--- src/rtl/sfp_consts.vh ---
// Purpose: Constants for the serial flash mode and status protection block
// Assumes: 40 MHz ref_clk; the link pins are sampled, never used as clocks
// Notes:   Every code, bit position, non-volatile default and timing count lives here
`ifndef SFP_CONSTS_VH
`define SFP_CONSTS_VH

// ==========================================================================
// Command codes
`define SFP_CMD_WREN      8'h06
`define SFP_CMD_WRDI      8'h04
`define SFP_CMD_RDSR_LO   8'h05
`define SFP_CMD_RDSR_HI   8'h35
`define SFP_CMD_WRSR_LO   8'h01
`define SFP_CMD_WRSR_HI   8'h31
`define SFP_CMD_PROG      8'h02
`define SFP_CMD_PROG_Q    8'h32
`define SFP_CMD_RD_Q_OUT  8'h6B
`define SFP_CMD_RD_Q_IO   8'hEB
`define SFP_CMD_ERASE_4K  8'h20
`define SFP_CMD_ERASE_32K 8'h52
`define SFP_CMD_ERASE_64K 8'hD8
`define SFP_CMD_ERASE_C1  8'h60
`define SFP_CMD_ERASE_C2  8'hC7
`define SFP_CMD_SEC_WR    8'h2F
`define SFP_CMD_QUAD_IN   8'h38
`define SFP_CMD_QUAD_OUT  8'hFF
`define SFP_CMD_SUSPEND   8'h75
`define SFP_CMD_RESUME    8'h7A
`define SFP_CMD_DPD       8'hB9
`define SFP_CMD_DPD_REL   8'hAB
`define SFP_CMD_RST_EN    8'h66
`define SFP_CMD_RST       8'h99

// ==========================================================================
// Status bit positions (low byte S7..S0, high byte S15..S8)
`define SFP_LO_BUSY       0
`define SFP_LO_WPL        1
`define SFP_LO_GUARD_LO   7
`define SFP_HI_GUARD_HI   0
`define SFP_HI_QLE        1
`define SFP_HI_SUSP       7

// ==========================================================================
// Non-volatile defaults loaded by the factory-load strap, and the guard codes
`define SFP_QLE_DEFAULT   1'b1
`define SFP_GUARD_DEFAULT 2'b00
`define SFP_GUARD_PCYCLE  2'b10
`define SFP_GUARD_OTP     2'b11
`define SFP_GUARD_HW      2'b01

// ==========================================================================
// Timing: times in ns, cycle counts derived from the clock period
`define SFP_CLK_NS        25
`define SFP_PUW_NS        1000
`define SFP_PUW_CYC       ((`SFP_PUW_NS + `SFP_CLK_NS - 1) / `SFP_CLK_NS)
`define SFP_OP_NS         5000
`define SFP_OP_CYC        ((`SFP_OP_NS + `SFP_CLK_NS - 1) / `SFP_CLK_NS)
`define SFP_CNT_W         12

`endif

--- src/rtl/sfp_sync.v ---
// Purpose: Two-stage synchroniser for the link pins
// Assumes: Inputs are asynchronous to ref_clk
// Notes:   Only the second stage may be read by other logic
`timescale 1ns/1ps
`default_nettype none

module sfp_sync #(
    parameter       W     = 6,
    parameter [5:0] RST_V = 6'h00
) (
    // Clock and reset
    input  wire         ref_clk,
    input  wire         rst_n,
    // Pins in, synchronised out
    input  wire [W-1:0] async_in,
    output reg  [W-1:0] sync_out
);

    reg [W-1:0] meta_q;

    // ======================================================================
    // First stage feeds the second stage only
    always @(posedge ref_clk) begin
        if (!rst_n) begin
            meta_q   <= RST_V[W-1:0];
            sync_out <= RST_V[W-1:0];
        end else begin
            meta_q   <= async_in;
            sync_out <= meta_q;
        end
    end

endmodule

`default_nettype wire

--- src/rtl/sfp_top.v ---
// Purpose: Mode selection, write gating and status registers of a serial flash
// Assumes: rst_n low means power is off; link pins sampled by ref_clk
// Notes:   Array, data reads and electrical timing are outside this block
`timescale 1ns/1ps
`default_nettype none
`include "sfp_consts.vh"

module sfp_top (
    // Clock and power-on reset
    input  wire       ref_clk,
    input  wire       rst_n,
    input  wire       nv_factory_load,
    // Link pins
    input  wire       cs_pin_n,
    input  wire       sck_pin,
    input  wire [3:0] lane_in,
    output reg  [3:0] lane_out,
    output reg  [3:0] lane_oe,
    // Observed state
    output reg  [7:0] status_low_byte,
    output reg  [7:0] status_high_byte,
    output reg        four_lane_command_mode,
    output reg        lanes_as_data_q,
    output reg        power_down_q
);

    // ======================================================================
    // Decode helpers
    function sfp_is_change;
        input [7:0] c;
        begin
            sfp_is_change = (c == `SFP_CMD_WREN)      || (c == `SFP_CMD_PROG) ||
                            (c == `SFP_CMD_PROG_Q)    || (c == `SFP_CMD_SEC_WR) ||
                            (c == `SFP_CMD_WRSR_LO)   || (c == `SFP_CMD_WRSR_HI) ||
                            (c == `SFP_CMD_ERASE_4K)  || (c == `SFP_CMD_ERASE_32K) ||
                            (c == `SFP_CMD_ERASE_64K) || (c == `SFP_CMD_ERASE_C1) ||
                            (c == `SFP_CMD_ERASE_C2);
        end
    endfunction

    function sfp_is_quad;
        input [7:0] c;
        begin
            sfp_is_quad = (c == `SFP_CMD_PROG_Q) || (c == `SFP_CMD_RD_Q_OUT) ||
                          (c == `SFP_CMD_RD_Q_IO);
        end
    endfunction

    function sfp_is_long_op;
        input [7:0] c;
        begin
            sfp_is_long_op = sfp_is_change(c) && (c != `SFP_CMD_WREN) &&
                             (c != `SFP_CMD_WRSR_LO) && (c != `SFP_CMD_WRSR_HI);
        end
    endfunction

    // Admission of a command given the present device state
    function sfp_gate;
        input [7:0] c;
        input       dpd;
        input       busy;
        input       locked;
        input       qle;
        begin
            if (dpd)
                sfp_gate = (c == `SFP_CMD_DPD_REL);
            else if (busy)
                sfp_gate = (c == `SFP_CMD_RDSR_LO) || (c == `SFP_CMD_RDSR_HI) ||
                           (c == `SFP_CMD_SUSPEND);
            else if (locked && sfp_is_change(c))
                sfp_gate = 1'b0;
            else if (sfp_is_quad(c) && !qle)
                sfp_gate = 1'b0;
            else
                sfp_gate = 1'b1;
        end
    endfunction

    // ======================================================================
    // Pin synchronisers and edge detection
    wire [5:0] pins_s;
    reg        sck_prev_q;
    reg        cs_prev_q;

    sfp_sync #(
        .W     (6),
        .RST_V (6'h20)
    ) u_sync (
        .ref_clk  (ref_clk),
        .rst_n    (rst_n),
        .async_in ({cs_pin_n, sck_pin, lane_in}),
        .sync_out (pins_s)
    );

    wire       cs_n_s  = pins_s[5];
    wire       sck_s   = pins_s[4];
    wire [3:0] lanes_s = pins_s[3:0];
    wire       sck_rise = sck_s & ~sck_prev_q;
    wire       sck_fall = ~sck_s & sck_prev_q;
    wire       cs_fall  = cs_prev_q & ~cs_n_s;
    wire       cs_rise  = ~cs_prev_q & cs_n_s;

    always @(posedge ref_clk) begin
        if (!rst_n) begin
            sck_prev_q <= 1'b0;
            cs_prev_q  <= 1'b1;
        end else begin
            sck_prev_q <= sck_s;
            cs_prev_q  <= cs_n_s;
        end
    end

    // ======================================================================
    // State
    reg [7:0]            shift_q;
    reg [2:0]            bit_cnt_q;
    reg [2:0]            byte_cnt_q;
    reg [7:0]            cmd_q;
    reg [7:0]            data1_q;
    reg [7:0]            data2_q;
    reg [7:0]            out_sr_q;
    reg                  read_on_q;
    reg                  wpl_q;
    reg                  busy_q;
    reg                  susp_q;
    reg                  qle_q;
    reg [1:0]            guard_q;
    reg                  rst_arm_q;
    reg [`SFP_CNT_W-1:0] lock_cnt_q;
    reg [`SFP_CNT_W-1:0] op_cnt_q;

    // Timer loads cut to the counter width on purpose
    localparam [31:0] LOCK_LOAD = `SFP_PUW_CYC;
    localparam [31:0] OP_LOAD   = `SFP_OP_CYC;

    wire       locked   = (lock_cnt_q != {`SFP_CNT_W{1'b0}});
    wire       four     = four_lane_command_mode;
    // Hold pin pauses shifting only when its pin role is active
    wire       hold_ok  = four || qle_q || lanes_s[3];
    wire [7:0] sh_next  = four ? {shift_q[3:0], lanes_s} : {shift_q[6:0], lanes_s[0]};
    wire       byte_end = four ? (bit_cnt_q == 3'h4) : (bit_cnt_q == 3'h7);
    wire [2:0] bit_step = four ? 3'h4 : 3'h1;
    wire       whole    = (bit_cnt_q == 3'h0);
    wire       cmd_ok   = (byte_cnt_q != 3'h0) &&
                          sfp_gate(cmd_q, power_down_q, busy_q, locked, qle_q);
    wire       new_ok   = sfp_gate(sh_next, power_down_q, busy_q, locked, qle_q);
    // Write-protect pin acts whenever quad enable is clear, even in four-lane mode
    wire       wp_high  = qle_q || lanes_s[2];
    wire       sr_ok    = wpl_q &&
                          (guard_q != `SFP_GUARD_OTP) &&
                          (guard_q != `SFP_GUARD_PCYCLE) &&
                          !((guard_q == `SFP_GUARD_HW) && !wp_high);

    // ======================================================================
    // Main control: reset, timers, frame capture and command execution
    always @(posedge ref_clk) begin
        if (!rst_n) begin
            // Nothing is recognised while reset holds
            shift_q    <= 8'h00;
            bit_cnt_q  <= 3'h0;
            byte_cnt_q <= 3'h0;
            cmd_q      <= 8'h00;
            data1_q    <= 8'h00;
            data2_q    <= 8'h00;
            out_sr_q   <= 8'h00;
            read_on_q  <= 1'b0;
            wpl_q      <= 1'b0;
            busy_q     <= 1'b0;
            susp_q     <= 1'b0;
            rst_arm_q  <= 1'b0;
            four_lane_command_mode <= 1'b0;
            power_down_q <= 1'b0;
            lane_out   <= 4'h0;
            lane_oe    <= 4'h0;
            lock_cnt_q <= LOCK_LOAD[`SFP_CNT_W-1:0];
            op_cnt_q   <= {`SFP_CNT_W{1'b0}};
            // Non-volatile bits survive a power cycle with factory load low, except lock-down
            if (nv_factory_load) begin
                qle_q   <= `SFP_QLE_DEFAULT;
                guard_q <= `SFP_GUARD_DEFAULT;
            end else if (guard_q == `SFP_GUARD_PCYCLE) begin
                guard_q <= `SFP_GUARD_DEFAULT;
            end
        end else begin
            if (locked)
                lock_cnt_q <= lock_cnt_q - 1'b1;

            // Operation timer; completion drops busy and the latch
            if (busy_q) begin
                if (op_cnt_q == {{(`SFP_CNT_W-1){1'b0}}, 1'b1}) begin
                    busy_q <= 1'b0;
                    wpl_q  <= 1'b0;
                end
                op_cnt_q <= op_cnt_q - 1'b1;
            end

            if (cs_fall) begin
                // A new frame always starts at select fall
                bit_cnt_q  <= 3'h0;
                byte_cnt_q <= 3'h0;
                read_on_q  <= 1'b0;
                lane_oe    <= 4'h0;
            end else if (!cs_n_s && sck_rise && hold_ok) begin
                // Rising edge sampling, most significant bit first
                shift_q   <= sh_next;
                bit_cnt_q <= bit_cnt_q + bit_step;
                if (byte_end) begin
                    if (byte_cnt_q != 3'h7)
                        byte_cnt_q <= byte_cnt_q + 3'h1;
                    if (byte_cnt_q == 3'h0) begin
                        cmd_q <= sh_next;
                        if (new_ok && ((sh_next == `SFP_CMD_RDSR_LO) ||
                                       (sh_next == `SFP_CMD_RDSR_HI))) begin
                            read_on_q <= 1'b1;
                            out_sr_q  <= (sh_next == `SFP_CMD_RDSR_LO) ?
                                         status_low_byte : status_high_byte;
                        end
                    end
                    if (byte_cnt_q == 3'h1)
                        data1_q <= sh_next;
                    if (byte_cnt_q == 3'h2)
                        data2_q <= sh_next;
                end
            end else if (!cs_n_s && sck_fall && read_on_q) begin
                // Status byte repeats while select stays low
                if (four) begin
                    lane_out <= out_sr_q[7:4];
                    lane_oe  <= 4'hF;
                    out_sr_q <= {out_sr_q[3:0], out_sr_q[7:4]};
                end else begin
                    lane_out <= {2'b00, out_sr_q[7], 1'b0};
                    lane_oe  <= 4'h2;
                    out_sr_q <= {out_sr_q[6:0], out_sr_q[7]};
                end
            end else if (cs_rise) begin
                read_on_q <= 1'b0;
                lane_oe   <= 4'h0;
                if (cmd_ok) begin
                    rst_arm_q <= 1'b0;
                    case (cmd_q)
                        `SFP_CMD_WREN: begin
                            wpl_q <= 1'b1;
                        end
                        `SFP_CMD_WRDI: begin
                            wpl_q <= 1'b0;
                        end
                        `SFP_CMD_WRSR_LO: begin
                            // Refused writes change nothing but the software reset arm
                            if (whole && sr_ok && byte_cnt_q >= 3'h2) begin
                                guard_q[0] <= data1_q[`SFP_LO_GUARD_LO];
                                if (byte_cnt_q >= 3'h3) begin
                                    guard_q[1] <= data2_q[`SFP_HI_GUARD_HI];
                                    qle_q      <= data2_q[`SFP_HI_QLE];
                                end
                                busy_q   <= 1'b1;
                                op_cnt_q <= OP_LOAD[`SFP_CNT_W-1:0];
                            end
                        end
                        `SFP_CMD_WRSR_HI: begin
                            if (whole && sr_ok && byte_cnt_q >= 3'h2) begin
                                guard_q[1] <= data1_q[`SFP_HI_GUARD_HI];
                                qle_q      <= data1_q[`SFP_HI_QLE];
                                busy_q     <= 1'b1;
                                op_cnt_q   <= OP_LOAD[`SFP_CNT_W-1:0];
                            end
                        end
                        `SFP_CMD_QUAD_IN: begin
                            if (qle_q)
                                four_lane_command_mode <= 1'b1;
                        end
                        `SFP_CMD_QUAD_OUT: begin
                            four_lane_command_mode <= 1'b0;
                        end
                        `SFP_CMD_SUSPEND: begin
                            if (busy_q) begin
                                susp_q <= 1'b1;
                                busy_q <= 1'b0;
                            end
                        end
                        `SFP_CMD_RESUME: begin
                            if (susp_q) begin
                                susp_q <= 1'b0;
                                // A suspend on the last count left nothing to run
                                busy_q <= (op_cnt_q != {`SFP_CNT_W{1'b0}});
                            end
                        end
                        `SFP_CMD_DPD: begin
                            power_down_q <= 1'b1;
                        end
                        `SFP_CMD_DPD_REL: begin
                            power_down_q <= 1'b0;
                        end
                        `SFP_CMD_RST_EN: begin
                            rst_arm_q <= 1'b1;
                        end
                        `SFP_CMD_RST: begin
                            // Software reset aborts suspended work and leaves four-lane mode
                            if (rst_arm_q) begin
                                four_lane_command_mode <= 1'b0;
                                wpl_q  <= 1'b0;
                                busy_q <= 1'b0;
                                susp_q <= 1'b0;
                            end
                        end
                        default: begin
                            // Array-changing work needs latch and whole bytes
                            if (sfp_is_long_op(cmd_q) && whole && wpl_q) begin
                                busy_q   <= 1'b1;
                                op_cnt_q <= OP_LOAD[`SFP_CNT_W-1:0];
                            end
                        end
                    endcase
                end
            end
        end
    end

    // ======================================================================
    // Registered views of status and lane roles
    always @(posedge ref_clk) begin
        if (!rst_n) begin
            status_low_byte  <= 8'h00;
            status_high_byte <= 8'h00;
            lanes_as_data_q  <= 1'b0;
        end else begin
            // Reserved positions stay zero
            status_low_byte  <= {guard_q[0], 5'h00, wpl_q, busy_q};
            status_high_byte <= {susp_q, 5'h00, qle_q, guard_q[1]};
            lanes_as_data_q  <= four || qle_q;
        end
    end

endmodule

`default_nettype wire

--- config.mk ---
export PLATFORM = sky130hd
export DESIGN_NAME = sfp_top
export DESIGN_NICKNAME = d
export VERILOG_FILES = /design/src/rtl/sfp_sync.v /design/src/rtl/sfp_top.v
export VERILOG_INCLUDE_DIRS = /design/src /design/src/rtl
export SDC_FILE = /design/constraint.sdc
export NUM_CORES = 1
export LEC_CHECK = 0
export ABC_AREA = 1
export BUFFER_PORTS_ARGS = -buffer_cell sky130_fd_sc_hd__clkbuf_2
export CAP_MARGIN = 40
export CORE_MARGIN = 2
export CORE_UTILIZATION = 60
export DETAILED_ROUTE_END_ITERATION = 8
export PLACE_DENSITY_LB_ADDON = 0.05
export SETUP_SLACK_MARGIN = 0.05
export SLEW_MARGIN = 0
export SYNTH_ARGS = -nofsm -noshare
export SYNTH_HDL_FRONTEND = slang
export SYNTH_SLANG_ARGS = --single-unit
--- constraint.sdc ---
create_clock -name ref_clk -period 3.1 [get_ports ref_clk]
set_input_delay 0.62 -clock ref_clk [delete_from_list [all_inputs] [get_ports ref_clk]]
set_output_delay 0.62 -clock ref_clk [all_outputs]
set_load 0.02 [all_outputs]
# == Word-level counts from Yosys, hierarchy flattened ==
# Index checks and enable logic that the tools add are counted.
# totals
register_bits,112
wordCells,299
# classes
add_sub_neg,4
order_cmp,2
eq_ne,72
n_mux,90
n_bitwise,12
reduce_logical,89
# ops
cell,n
two-way mux 12 bit,8
"== test 8 x 6 -> 1 bit, second input constant",11
"== test 8 bit, second input constant",11
"== test 8 x 7 -> 1 bit, second input constant",10
two-way mux 8 bit,8
two-way mux 1 bit,52
"== test 8 x 3 -> 1 bit, second input constant",5
logical OR 1 bit,31
case mux 12 bit (2 select lines),1
AND reduction 8 bit,3
nonzero test 12 bit,2
"subtractor 12 x 1 -> 12 bit, second input constant",2
logical AND 1 bit,21
"!= test 2 bit, second input constant",10
AND reduction 10 bit,2
two-way mux 2 bit,9
"== test 8 x 1 -> 1 bit, second input constant",2
"== test 8 x 2 -> 1 bit, second input constant",2
two-way mux 4 bit,4
AND reduction 5 bit,3
"== test 12 x 1 -> 1 bit, second input constant",1
"!= test 2 x 1 -> 1 bit, second input constant",6
"!= test 3 bit, second input constant",4
AND reduction 4 bit,3
28 further kinds,58

# == Logic depth before layout (Yosys ltp) ==
# Gate-level depths: netlist of the first run.
# depth
word_depth,23
mapped_depth,15

# == Modules after synthesis ==
# From an unflattened synthesis of the first run, not the netlist that was laid out.
# hier_totals
cells_unflattened,729
hier_area_um2,5013.6
# by_module_without_submodules
mod,instances,cells_each,area_each_um2
sfp_top,1,692,4672.0
sfp_sync,1,37,341.6

# == Worst setup path after synthesis of the first run ==
# Ideal clock, no wire load.
# synth_path
kind,register to register
start,register four_lane_command_mode
end,register cmd_q[6]
setup_time_ns,0.119
t_arrival_ns,1.960
setup_slack_ns,1.021
path_stages_with_launch,13
n_path_buf,3
path_cell_list,dfxtp_1 buf_6 inv_2 buf_2 ha_1 inv_1 and3_1 inv_1 nor2_2 nand3_1 buf_2 o21ai_1 a21oi_1
# synth_via
elab_chain_cells,4
elab_cells_between_ends,6
# synth_rtl
element,line_no,source
start: declaration,sfp_top.v:22,"output reg four_lane_command_mode,"
start signal: assignment,sfp_top.v:171,four_lane_command_mode <= 1'b0;
start signal: assignment,sfp_top.v:269,four_lane_command_mode <= 1'b1;
start signal: assignment,sfp_top.v:272,four_lane_command_mode <= 1'b0;
logical OR 1 bit (2 in series),sfp_top.v:139,wire hold_ok = four || qle_q || lanes_s[3];
logical AND 1 bit,sfp_top.v:203,end else if (!cs_n_s && sck_rise && hold_ok) begin
AND reduction 4 bit (no source line),n/a,
end signal: assignment,sfp_top.v:211,cmd_q <= sh_next;
end: declaration,sfp_top.v:118,reg [7:0] cmd_q;
# Parallel ways exist; a longest one is shown, timed or not.
# A chain may end at the register's enable or synchronous reset.

# == Worst setup path in the final report of the first run ==
# layout_path
start,register lock_cnt_q[0]
end,"register guard_q[1], enable pin"
# layout_via
elab_chain_cells,8
# layout_rtl
element,line_no,source
start: declaration,sfp_top.v:129,reg [`SFP_CNT_W-1:0] lock_cnt_q;
start signal: assignment,sfp_top.v:175,lock_cnt_q <= LOCK_LOAD[`SFP_CNT_W-1:0];
start signal: assignment,sfp_top.v:186,lock_cnt_q <= lock_cnt_q - 1'b1;
nonzero test 12 bit,sfp_top.v:136,wire locked = (lock_cnt_q != {`SFP_CNT_W{1'b0}});
logical AND 1 bit,sfp_top.v:70,else if (locked && sfp_is_change(c))
two-way mux 1 bit,sfp_top.v:70,
two-way mux 1 bit,sfp_top.v:67,else if (busy)
two-way mux 1 bit,sfp_top.v:65,if (dpd)
logical AND 1 bit,sfp_top.v:144,wire cmd_ok = (byte_cnt_q != 3'h0) &&
!= test 2 x 1 -> 1 bit (no source line),n/a,
AND reduction 10 bit (no source line),n/a,
end signal: assignment,sfp_top.v:180,guard_q <= `SFP_GUARD_DEFAULT;
end signal: assignment,sfp_top.v:182,guard_q <= `SFP_GUARD_DEFAULT;
end signal: assignment,sfp_top.v:252,guard_q[1] <= data2_q[`SFP_HI_GUARD_HI];
end: declaration,sfp_top.v:127,reg [1:0] guard_q;
# Every way passes these cells.

==> impl_metrics.prom, run 1 <==
# TYPE chip_impl_metric gauge
chip_impl_metric{name="worst_slew_pin_slew",unit="ps"} 531
chip_impl_metric{name="remaining_drc_errors",unit=""} 0
chip_impl_metric{name="drt-total-wl",unit="um"} 10900
chip_impl_metric{name="syn-mean-instance-area",unit="um2"} 7.02
chip_impl_metric{name="total_vias_in_the_final_route",unit=""} 4484
chip_impl_metric{name="worst_clock_skew",unit="ps"} 16.1
chip_impl_info{name="critical_path_class",value="register to register"} 1
chip_impl_metric{name="netlist_area",unit="um2"} 4970
chip_impl_metric{name="io-pin-count",unit=""} 36
chip_impl_metric{name="route.detailed.wl_per_inst",unit="um"} 13.1
chip_impl_metric{name="portion_of_the_post_synthesis_area_used_by_sequential_elements",unit="%"} 38.9
chip_impl_metric{name="leakage",unit="nW"} 2.39
chip_impl_metric{name="die_extent_in_y",unit="um"} 95
chip_impl_metric{name="share_of_the_synthesized_area_in_compound_gates_ao_oa_aoi_oai",unit="%"} 14.6
chip_impl_metric{name="synth-simple-area-share",unit="%"} 29.5
chip_impl_info{name="critPathMostFrequentCell",value="sky130_fd_sc_hd__nand2_1"} 1
chip_impl_metric{name="required",unit="ps"} 3190
chip_impl_metric{name="numPortBuffers",unit=""} 25
chip_impl_metric{name="drv.max_cap_violation_count",unit=""} 0
chip_impl_info{name="mostFrequentLayoutCells",value="146 x sky130_fd_sc_hd__nand2_1, 104 x sky130_fd_sc_hd__inv_1, 92 x sky130_fd_sc_hd__dfxtp_1"} 1
chip_impl_info{name="run_status",value="finished clean"} 1
chip_impl_metric{name="report.final.hold_viol_count",unit=""} 0
chip_impl_metric{name="r2r.worst_path.cells",unit=""} 11
chip_impl_metric{name="number_of_global_route_vias_before_repair",unit=""} 4002
chip_impl_metric{name="max-vdd-ir-drop",unit="V"} 0.000319
chip_impl_metric{name="register_area",unit="um2"} 1930
chip_impl_metric{name="regToRegSetupSlack",unit="ps"} 770
chip_impl_metric{name="rows",unit=""} 33
chip_impl_metric{name="postCtsSetupRepairBufs",unit=""} 0
chip_impl_metric{name="timing.fmax",unit="MHz"} 429
chip_impl_metric{name="cts.htree.levels",unit=""} 3
chip_impl_metric{name="ys_types",unit=""} 44
chip_impl_metric{name="async_sr_flop_fraction",unit="%"} 0
chip_impl_metric{name="cts_hold_repair.buffers",unit=""} 0
chip_impl_metric{name="synth_adder_area_share",unit="%"} 2.77
chip_impl_info{name="clockRootBuffer",value="sky130_fd_sc_hd__clkbuf_8"} 1
chip_impl_metric{name="cp.arrival",unit="ps"} 2420
chip_impl_info{name="ys_top_cells_by_area",value="sky130_fd_sc_hd__dfxtp_1 37%, sky130_fd_sc_hd__nand2_1 11%, sky130_fd_sc_hd__inv_1 7.9%"} 1
chip_impl_metric{name="setup_viol",unit=""} 0
chip_impl_metric{name="multi_input_comb_area",unit="um2"} 2470
chip_impl_metric{name="cp_slowest_stage_delay",unit="ps"} 410
chip_impl_metric{name="design.final.nets",unit=""} 746
chip_impl_metric{name="dieWidth",unit="um"} 95
chip_impl_metric{name="yosys_warnings",unit=""} 0
chip_impl_info{name="reg2reg_from",value="lock_cnt_q[0]"} 1
chip_impl_metric{name="cts.sinks",unit=""} 95
chip_impl_metric{name="layout-area-overhead-vs-synth",unit="%"} 6.19
chip_impl_info{name="critical-path-top-delay-family",value="simple AND/OR/NAND/NOR gates"} 1
chip_impl_metric{name="vias_per_cell",unit=""} 5.36
chip_impl_metric{name="clk_path_buf_depth",unit=""} 2
chip_impl_metric{name="clock_latency",unit="ps"} 370
chip_impl_metric{name="power_density",unit="nW/um2"} 404
chip_impl_metric{name="placeable_core_region",unit="um2"} 8130
chip_impl_metric{name="cts.reportedPaths.clkPinSlew",unit="ps"} 90
chip_impl_metric{name="muxShareOfSynthArea",unit="%"} 0
chip_impl_info{name="crit_path_start_kind",value="register"} 1
chip_impl_info{name="worst_min_delay_path_category",value="register to register"} 1
chip_impl_metric{name="cp_max_fo",unit=""} 11
chip_impl_metric{name="num_antenna_cells",unit=""} 0
chip_impl_metric{name="cts.repair.resized",unit=""} 0
chip_impl_metric{name="report.power.total",unit="mW"} 2.13
chip_impl_metric{name="ys_seq_elements",unit=""} 95
chip_impl_metric{name="syn_inst",unit=""} 708
chip_impl_metric{name="cts_buffers",unit=""} 9
chip_impl_metric{name="fill_cells",unit=""} 721
chip_impl_info{name="timing.critical_path.cells",value="inv_1, ha_1, nand2_1, nor2_1, nand4_1, nand2_1, nand2_2, nand2_4, nand2_4, nand2_1, and3_1"} 1
chip_impl_metric{name="post-route-min-period",unit="ps"} 2330
chip_impl_metric{name="report.final.slew_viol_count",unit=""} 0
chip_impl_metric{name="firstDrtPassIters",unit=""} 5
chip_impl_metric{name="worst_rel_slew_slack",unit="%"} 64.5
chip_impl_metric{name="grt_first_pass_wirelength",unit="um"} 18400
chip_impl_info{name="regToRegEndpoint",value="guard_q[1]"} 1
chip_impl_metric{name="synth_top_cell_area_share",unit="%"} 37.1
chip_impl_metric{name="synth_edf_count",unit=""} 3
chip_impl_metric{name="critical_path_buf_inv_count",unit=""} 1
chip_impl_info{name="postSynth.topFlopCell",value="sky130_fd_sc_hd__dfxtp_1"} 1
chip_impl_info{name="layout_commonest_cell",value="sky130_fd_sc_hd__nand2_1"} 1
chip_impl_info{name="tritoncts",value="yes"} 1
chip_impl_metric{name="grt_overflow_total",unit=""} 0
chip_impl_info{name="critical_path.endpoint_type",value="register"} 1
chip_impl_metric{name="share_of_the_clock_period_used_by_the_worst_path_after_layout",unit="%"} 75.2
chip_impl_metric{name="gpl.final_weighted_congestion",unit=""} 0.922
chip_impl_info{name="largest_family_of_logic_cells_by_synthesized_area",value="simple AND/OR/NAND/NOR gates"} 1
chip_impl_info{name="crit_path_top_delay_cell",value="sky130_fd_sc_hd__nand4_1"} 1
chip_impl_info{name="hold-path-endpoint",value="u_sync.sync_out[3]"} 1
chip_impl_metric{name="setup-tns-final",unit="ps"} 0
chip_impl_info{name="synth_top_cell_by_area",value="sky130_fd_sc_hd__dfxtp_1"} 1
chip_impl_info{name="min-delay-start",value="u_sync.meta_q[3]"} 1
chip_impl_metric{name="fraction_of_synthesized_cell_area_in_xor_and_xnor_cells",unit="%"} 2.12
chip_impl_metric{name="place.detailed.hpwl",unit="um"} 8240
chip_impl_metric{name="initial_antenna_violation_count",unit=""} 0
chip_impl_metric{name="grt_max_degree",unit=""} 28
chip_impl_metric{name="drtAntennaViolNets",unit=""} 0
chip_impl_metric{name="post_route_cells_drive_above_1_share",unit="%"} 11.1
chip_impl_metric{name="timing.hold.worst_path_depth",unit=""} 2
chip_impl_metric{name="detail_route.iter0.violations",unit=""} 293
chip_impl_metric{name="timing.critical_path.depth",unit=""} 11
chip_impl_metric{name="die_area",unit="um2"} 9030
chip_impl_metric{name="grt.total_usage",unit="%"} 25.8
chip_impl_metric{name="start_util",unit="%"} 61.1
chip_impl_info{name="rsz0062_at_grt",value="false"} 1
layout make-up:
| cell class | instances | area share (%) |
|---|---|---|
| Sequential cell | 95 | 36.6 |
| Timing Repair Buffer | 29 | 2.94 |
| Clock buffer | 11 | 2.68 |
| Inverter | 108 | 7.68 |
| Multi-Input combinational cell | 483 | 46.8 |
| Tap cell | 105 | 2.49 |
| Clock inverter | 5 | 0.759 |
flip-flops by register name (all words and copies together) (netlist names), 4 cells and up:
register,flops
lock_cnt_q,12
op_cnt_q,12
cmd_q,8
out_sr_q,8
shift_q,7
u_sync.meta_q,6
u_sync.sync_out,6
lane_out,4
through the flow:
stage          setup slack [ps]  area [um2]  hold slack [ps]  cells  utilization [%]
2_1_floorplan              1020        5000              390    717                -
3_3_place_gp                877        5090              396    820             62.6
3_5_place_dp                801        5090              400    820             62.6
4_1_cts                     786        5280              423    836             64.9
5_1_grt                     588        5280              433    836             64.9
6_report                    768        5280              421    836             64.9
metal layers:
metal | GRT usage [%] | vias to the layer above | routed length (um)
li1 | - | 2278 | -
met1 | 35.3 | 2044 | 5100
met2 | 42.4 | 143 | 5070
met3 | 4.39 | 19 | 622
met4 | 7.00 | 0 | 147
met5 | 0 | - | 0
how the worst max path moves through the flow:
stage	slack (ps)	startpoint	to
after floorplan	1020	four_lane_command_mode	cmd_q[6]
after global placement	880	lock_cnt_q[0]	guard_q[1]
after detailed placement	800	lock_cnt_q[0]	guard_q[1]
after CTS	790	lock_cnt_q[0]	guard_q[1]
after global routing	590	lock_cnt_q[0]	qle_q
final	770	lock_cnt_q[0]	guard_q[1]
cell usage after synthesis (all sizes together), types with 7 or more instances:
cell type  number
inv           108
nand4          14
o21ai          58
nor2           81
nand2         158
ha             11
buf            24
dfxtp          92
nand3          35
nor3           10
clkbuf          7
a21oi          62
cell families (layout without fill, tap and decap cells):
kind of cell	Yosys count	after routing
DFF	95	95
AOI/OAI and AO/OA	135	135
other	1	10
and+or+nand+nor	315	315
buffers and inverters	139	153
adders and majority gates	11	11
xor gates and xnor gates	12	12
power breakdown:
group	switching, mW	leakage, nW	total (mW)	internal [mW]
registers	0.0136	0.775	1.26	1.25
clock network	0.437	0.0905	0.757	0.320
logic	0.0798	1.53	0.114	0.0343
worst reg2reg max path, stage by stage (launching register included):
cell and delay, ps:
sky130_fd_sc_hd__dfxtp_1 310, sky130_fd_sc_hd__inv_1 100, sky130_fd_sc_hd__ha_1 200, sky130_fd_sc_hd__nand2_1 90, sky130_fd_sc_hd__nor2_1 180, sky130_fd_sc_hd__nand4_1 410
sky130_fd_sc_hd__nand2_1 220, sky130_fd_sc_hd__nand2_2 80, sky130_fd_sc_hd__nand2_4 130, sky130_fd_sc_hd__nand2_4 90, sky130_fd_sc_hd__nand2_1 100, sky130_fd_sc_hd__and3_1 160
No activity file was read; power rests on OpenSTA's default activity.
==> run 2: changes to the inputs <==
--- a/config.mk
+++ b/config.mk
@@ -6,11 +6,11 @@
 export SDC_FILE = /design/constraint.sdc
 export NUM_CORES = 1
 export LEC_CHECK = 0
-export ABC_AREA = 1
+export ABC_AREA = 0
 export BUFFER_PORTS_ARGS = -buffer_cell sky130_fd_sc_hd__clkbuf_2
 export CAP_MARGIN = 40
 export CORE_MARGIN = 2
-export CORE_UTILIZATION = 60
+export CORE_UTILIZATION = 54
 export DETAILED_ROUTE_END_ITERATION = 8
 export PLACE_DENSITY_LB_ADDON = 0.05
 export SETUP_SLACK_MARGIN = 0.05
==> constraint.sdc (replaced) <==
create_clock -name ref_clk -period 2.14 [get_ports ref_clk]
set_input_delay 0.428 -clock ref_clk [delete_from_list [all_inputs] [get_ports ref_clk]]
set_output_delay 0.428 -clock ref_clk [all_outputs]
set_load 0.02 [all_outputs]
==> run 2 against run 1 <==
  * Hold slack worse by 180 ps
  * Global-route usage hardly changed
  * Largest cell class unchanged
  * Area after synthesis is 5.5% lower
  * Combinational power is 130% higher
  * Clock power is 43% higher
  * Cell count is 5.5% lower
  * First-iteration DRC count is 17% lower
  * Clock skew is 2.5 ps lower
  * Routed wire length is 16% higher
  * Largest power group unchanged
  * Maximum frequency is 9.5% lower
  * The run now ends with negative setup slack left
  * Final area is 20% higher
==> impl_metrics.prom, run 2 <==
# TYPE chip_impl_metric gauge
chip_impl_info{name="run_status",value="finished, violations left"} 1
chip_impl_info{name="violations",value="negative setup slack"} 1
chip_impl_metric{name="die_area",unit="um2"} 9460
chip_impl_metric{name="cts_buffers",unit=""} 9
chip_impl_metric{name="detail_route.iter0.violations",unit=""} 242
chip_impl_metric{name="cts_hold_repair.buffers",unit=""} 0
chip_impl_metric{name="required",unit="ps"} 2220
chip_impl_metric{name="setup_viol",unit=""} 32
chip_impl_metric{name="remaining_drc_errors",unit=""} 0
chip_impl_metric{name="timing.hold.worst_path_depth",unit=""} 2
chip_impl_metric{name="cts.reportedPaths.clkPinSlew",unit="ps"} 90
chip_impl_metric{name="share_of_the_clock_period_used_by_the_worst_path_after_layout",unit="%"} 120
chip_impl_metric{name="regToRegSetupSlack",unit="ps"} -440
chip_impl_metric{name="syn-mean-instance-area",unit="um2"} 8.58
chip_impl_metric{name="report.final.slew_viol_count",unit=""} 0
chip_impl_metric{name="layout-area-overhead-vs-synth",unit="%"} 34.8
chip_impl_info{name="yosys.cell_count.top_type",value="sky130_fd_sc_hd__dfxtp_1"} 1
chip_impl_info{name="synth_top_cell_by_area",value="sky130_fd_sc_hd__dfxtp_1"} 1
chip_impl_metric{name="vias_per_cell",unit=""} 5.63
chip_impl_info{name="hold-path-endpoint",value="u_sync.meta_q[5]"} 1
chip_impl_metric{name="place.detailed.hpwl",unit="um"} 8810
chip_impl_metric{name="netlist_area",unit="um2"} 4690
chip_impl_metric{name="worst_slew_pin_slew",unit="ps"} 516
chip_impl_metric{name="dieWidth",unit="um"} 97.2
chip_impl_info{name="tritoncts",value="yes"} 1
chip_impl_metric{name="io-pin-count",unit=""} 36
chip_impl_metric{name="num_antenna_cells",unit=""} 0
chip_impl_metric{name="cp_max_fo",unit=""} 3
chip_impl_metric{name="timing.final.ws_setup",unit="ps"} -437
chip_impl_metric{name="ys_types",unit=""} 62
chip_impl_metric{name="total_vias_in_the_final_route",unit=""} 4448
chip_impl_metric{name="rows",unit=""} 34
chip_impl_metric{name="power_density",unit="nW/um2"} 500
chip_impl_info{name="min-delay-start",value="cs_pin_n"} 1
chip_impl_metric{name="leakage",unit="nW"} 2.51
chip_impl_metric{name="synth_edf_count",unit=""} 3
chip_impl_metric{name="yosys_warnings",unit=""} 0
chip_impl_metric{name="placeable_core_region",unit="um2"} 8590
chip_impl_metric{name="worst_rel_slew_slack",unit="%"} 65.4
chip_impl_metric{name="numPortBuffers",unit=""} 25
chip_impl_metric{name="cp.arrival",unit="ps"} 2650
chip_impl_metric{name="synth_top_cell_area_share",unit="%"} 39.2
chip_impl_metric{name="clk_path_buf_depth",unit=""} 2
chip_impl_metric{name="gpl.final_weighted_congestion",unit=""} 0.962
chip_impl_metric{name="grt_first_pass_wirelength",unit="um"} 19900
chip_impl_info{name="reg2reg_from",value="lock_cnt_q[4]"} 1
chip_impl_info{name="regToRegEndpoint",value="guard_q[1]"} 1
chip_impl_metric{name="cts.htree.levels",unit=""} 3
chip_impl_metric{name="design.final.nets",unit=""} 697
chip_impl_metric{name="ys_seq_elements",unit=""} 95
chip_impl_info{name="ys_top_cells_by_area",value="sky130_fd_sc_hd__dfxtp_1 39%, sky130_fd_sc_hd__nor2_1 6.6%, sky130_fd_sc_hd__mux2i_1 4.5%"} 1
chip_impl_info{name="rsz0062_at_grt",value="true"} 1
chip_impl_metric{name="drv.max_cap_violation_count",unit=""} 0
chip_impl_metric{name="timing.hold.ws",unit="ps"} 245
chip_impl_info{name="worst_min_delay_path_category",value="input port to register"} 1
chip_impl_metric{name="firstDrtPassIters",unit=""} 5
chip_impl_metric{name="drtAntennaViolNets",unit=""} 0
chip_impl_info{name="crit_path_start_kind",value="register"} 1
chip_impl_info{name="layout_commonest_cell",value="sky130_fd_sc_hd__buf_4"} 1
chip_impl_metric{name="route.detailed.wl_per_inst",unit="um"} 16.0
chip_impl_info{name="mostFrequentLayoutCells",value="111 x sky130_fd_sc_hd__buf_4, 82 x sky130_fd_sc_hd__dfxtp_1, 72 x sky130_fd_sc_hd__nor2_1"} 1
chip_impl_metric{name="grt_overflow_total",unit=""} 0
chip_impl_metric{name="post-route-min-period",unit="ps"} 2580
chip_impl_metric{name="grt.total_usage",unit="%"} 25.8
chip_impl_metric{name="report.final.hold_viol_count",unit=""} 0
chip_impl_metric{name="number_of_global_route_vias_before_repair",unit=""} 4144
chip_impl_metric{name="r2r.worst_path.cells",unit=""} 7
chip_impl_info{name="biggestRegsByFlops",value="lock_cnt_q x12, op_cnt_q x12"} 1
chip_impl_metric{name="final_core_util",unit="%"} 73.6
chip_impl_metric{name="clock_latency",unit="ps"} 370
chip_impl_metric{name="initial_antenna_violation_count",unit=""} 0
chip_impl_metric{name="drt-total-wl",unit="um"} 12700
chip_impl_metric{name="worst_clock_skew",unit="ps"} 13.7
chip_impl_metric{name="async_sr_flop_fraction",unit="%"} 0
chip_impl_metric{name="syn_inst",unit=""} 547
chip_impl_metric{name="grt_max_degree",unit=""} 37
chip_impl_info{name="critical_path.endpoint_type",value="register"} 1
chip_impl_info{name="critical_path_class",value="register to register"} 1
chip_impl_info{name="clockRootBuffer",value="sky130_fd_sc_hd__clkbuf_8"} 1
chip_impl_metric{name="start_util",unit="%"} 54.6
chip_impl_metric{name="die_extent_in_y",unit="um"} 97.2
chip_impl_info{name="synth.top_cells.by_count",value="92 x sky130_fd_sc_hd__dfxtp_1, 82 x sky130_fd_sc_hd__nor2_1, 44 x sky130_fd_sc_hd__nand2_1, 29 x sky130_fd_sc_hd__a21oi_1, 24 x sky130_fd_sc_hd__clkbuf_1"} 1
chip_impl_metric{name="portion_of_the_post_synthesis_area_used_by_sequential_elements",unit="%"} 41.2
chip_impl_info{name="postSynth.topFlopCell",value="sky130_fd_sc_hd__dfxtp_1"} 1
chip_impl_metric{name="max-vdd-ir-drop",unit="V"} 0.000376
chip_impl_metric{name="timing.fmax",unit="MHz"} 388
chip_impl_metric{name="cts.sinks",unit=""} 95
chip_impl_metric{name="post_route_cells_drive_above_1_share",unit="%"} 35.3
[run 2: per-stage QoR]
step	worst slack [ps]	TNS [ps]	power, mW	cell area (um2)	cells
6_report	-437	-4920	3.16	6330	790
5_1_grt	-512	-8000	3.30	6330	790
4_1_cts	-422	-4120	3.18	5880	766
3_5_place_dp	-505	-5610	2.10	5540	743
3_3_place_gp	-443	-5090	2.09	5540	743
2_1_floorplan	-465	-2120	2.02	4790	556
[run 2: worst max-delay path: stages (launching register included)]
cell                      delay [ps]
sky130_fd_sc_hd__dfxtp_2         330
sky130_fd_sc_hd__or4_4           530
sky130_fd_sc_hd__or3_4           360
sky130_fd_sc_hd__nor4_4          130
sky130_fd_sc_hd__a211o_2         210
sky130_fd_sc_hd__o21ai_4          60
sky130_fd_sc_hd__or4b_4          520
sky130_fd_sc_hd__a21oi_2         170
[run 2: kinds of logic (layout without fill, tap and decap cells)]
logic type / after synthesis / in the layout / synth area share (%)
simple gates: 246 / 246 / 27.3
flops: 95 / 95 / 41.2
compound gates: 89 / 89 / 12.8
buf+inv: 56 / 182 / 5.81
mux: 25 / 25 / 5.44
xor+xnor: 24 / 24 / 4.48
fa+ha+maj: 11 / 11 / 2.93
other cells: 1 / 10 / 0.0799
[run 2: repair_timing]
| action | 4_1_cts | 5_1_grt |
|---|---|---|
| gates resized for setup | 33 | 66 |
| pin swaps | 8 | 31 |
| endpoints found under the setup margin | 31 | 43 |
| gates cloned | 0 | 0 |
| buffers inserted | 7 | 25 |
[run 2: how the worst max path moves through the flow]
stage	from	to	slack, ps
global placement	lock_cnt_q[4]	guard_q[1]	-440
CTS	lock_cnt_q[4]	guard_q[1]	-420
finish	lock_cnt_q[4]	guard_q[1]	-440
global route	lock_cnt_q[4]	guard_q[1]	-510
floorplan	lock_cnt_q[4]	guard_q[0]	-470
detailed placement	lock_cnt_q[4]	guard_q[1]	-510
[run 2: layout make-up]
type                    instances  area, um2
clock buffers                   9        124
well taps                     108        135
fillers                       663       2260
flip-flops and latches         95       1960
multi-input cells             405       2850
repair buffers                151       1150
clock inverters                 7       48.8
inverters                      15       56.3
[run 2: power by group]
part	internal (mW)	switching (mW)	total, mW
registers	1.80	0.0201	1.82
logic	0.122	0.141	0.263
clock network	0.425	0.653	1.08
[run 2: metal layers]
metal / global-route usage (%) / share of wire (%)
met5: 0 / 0
met4: 9.51 / 3.7
met3: 4.96 / 4.5
met2: 44.8 / 51
met1: 31.9 / 41
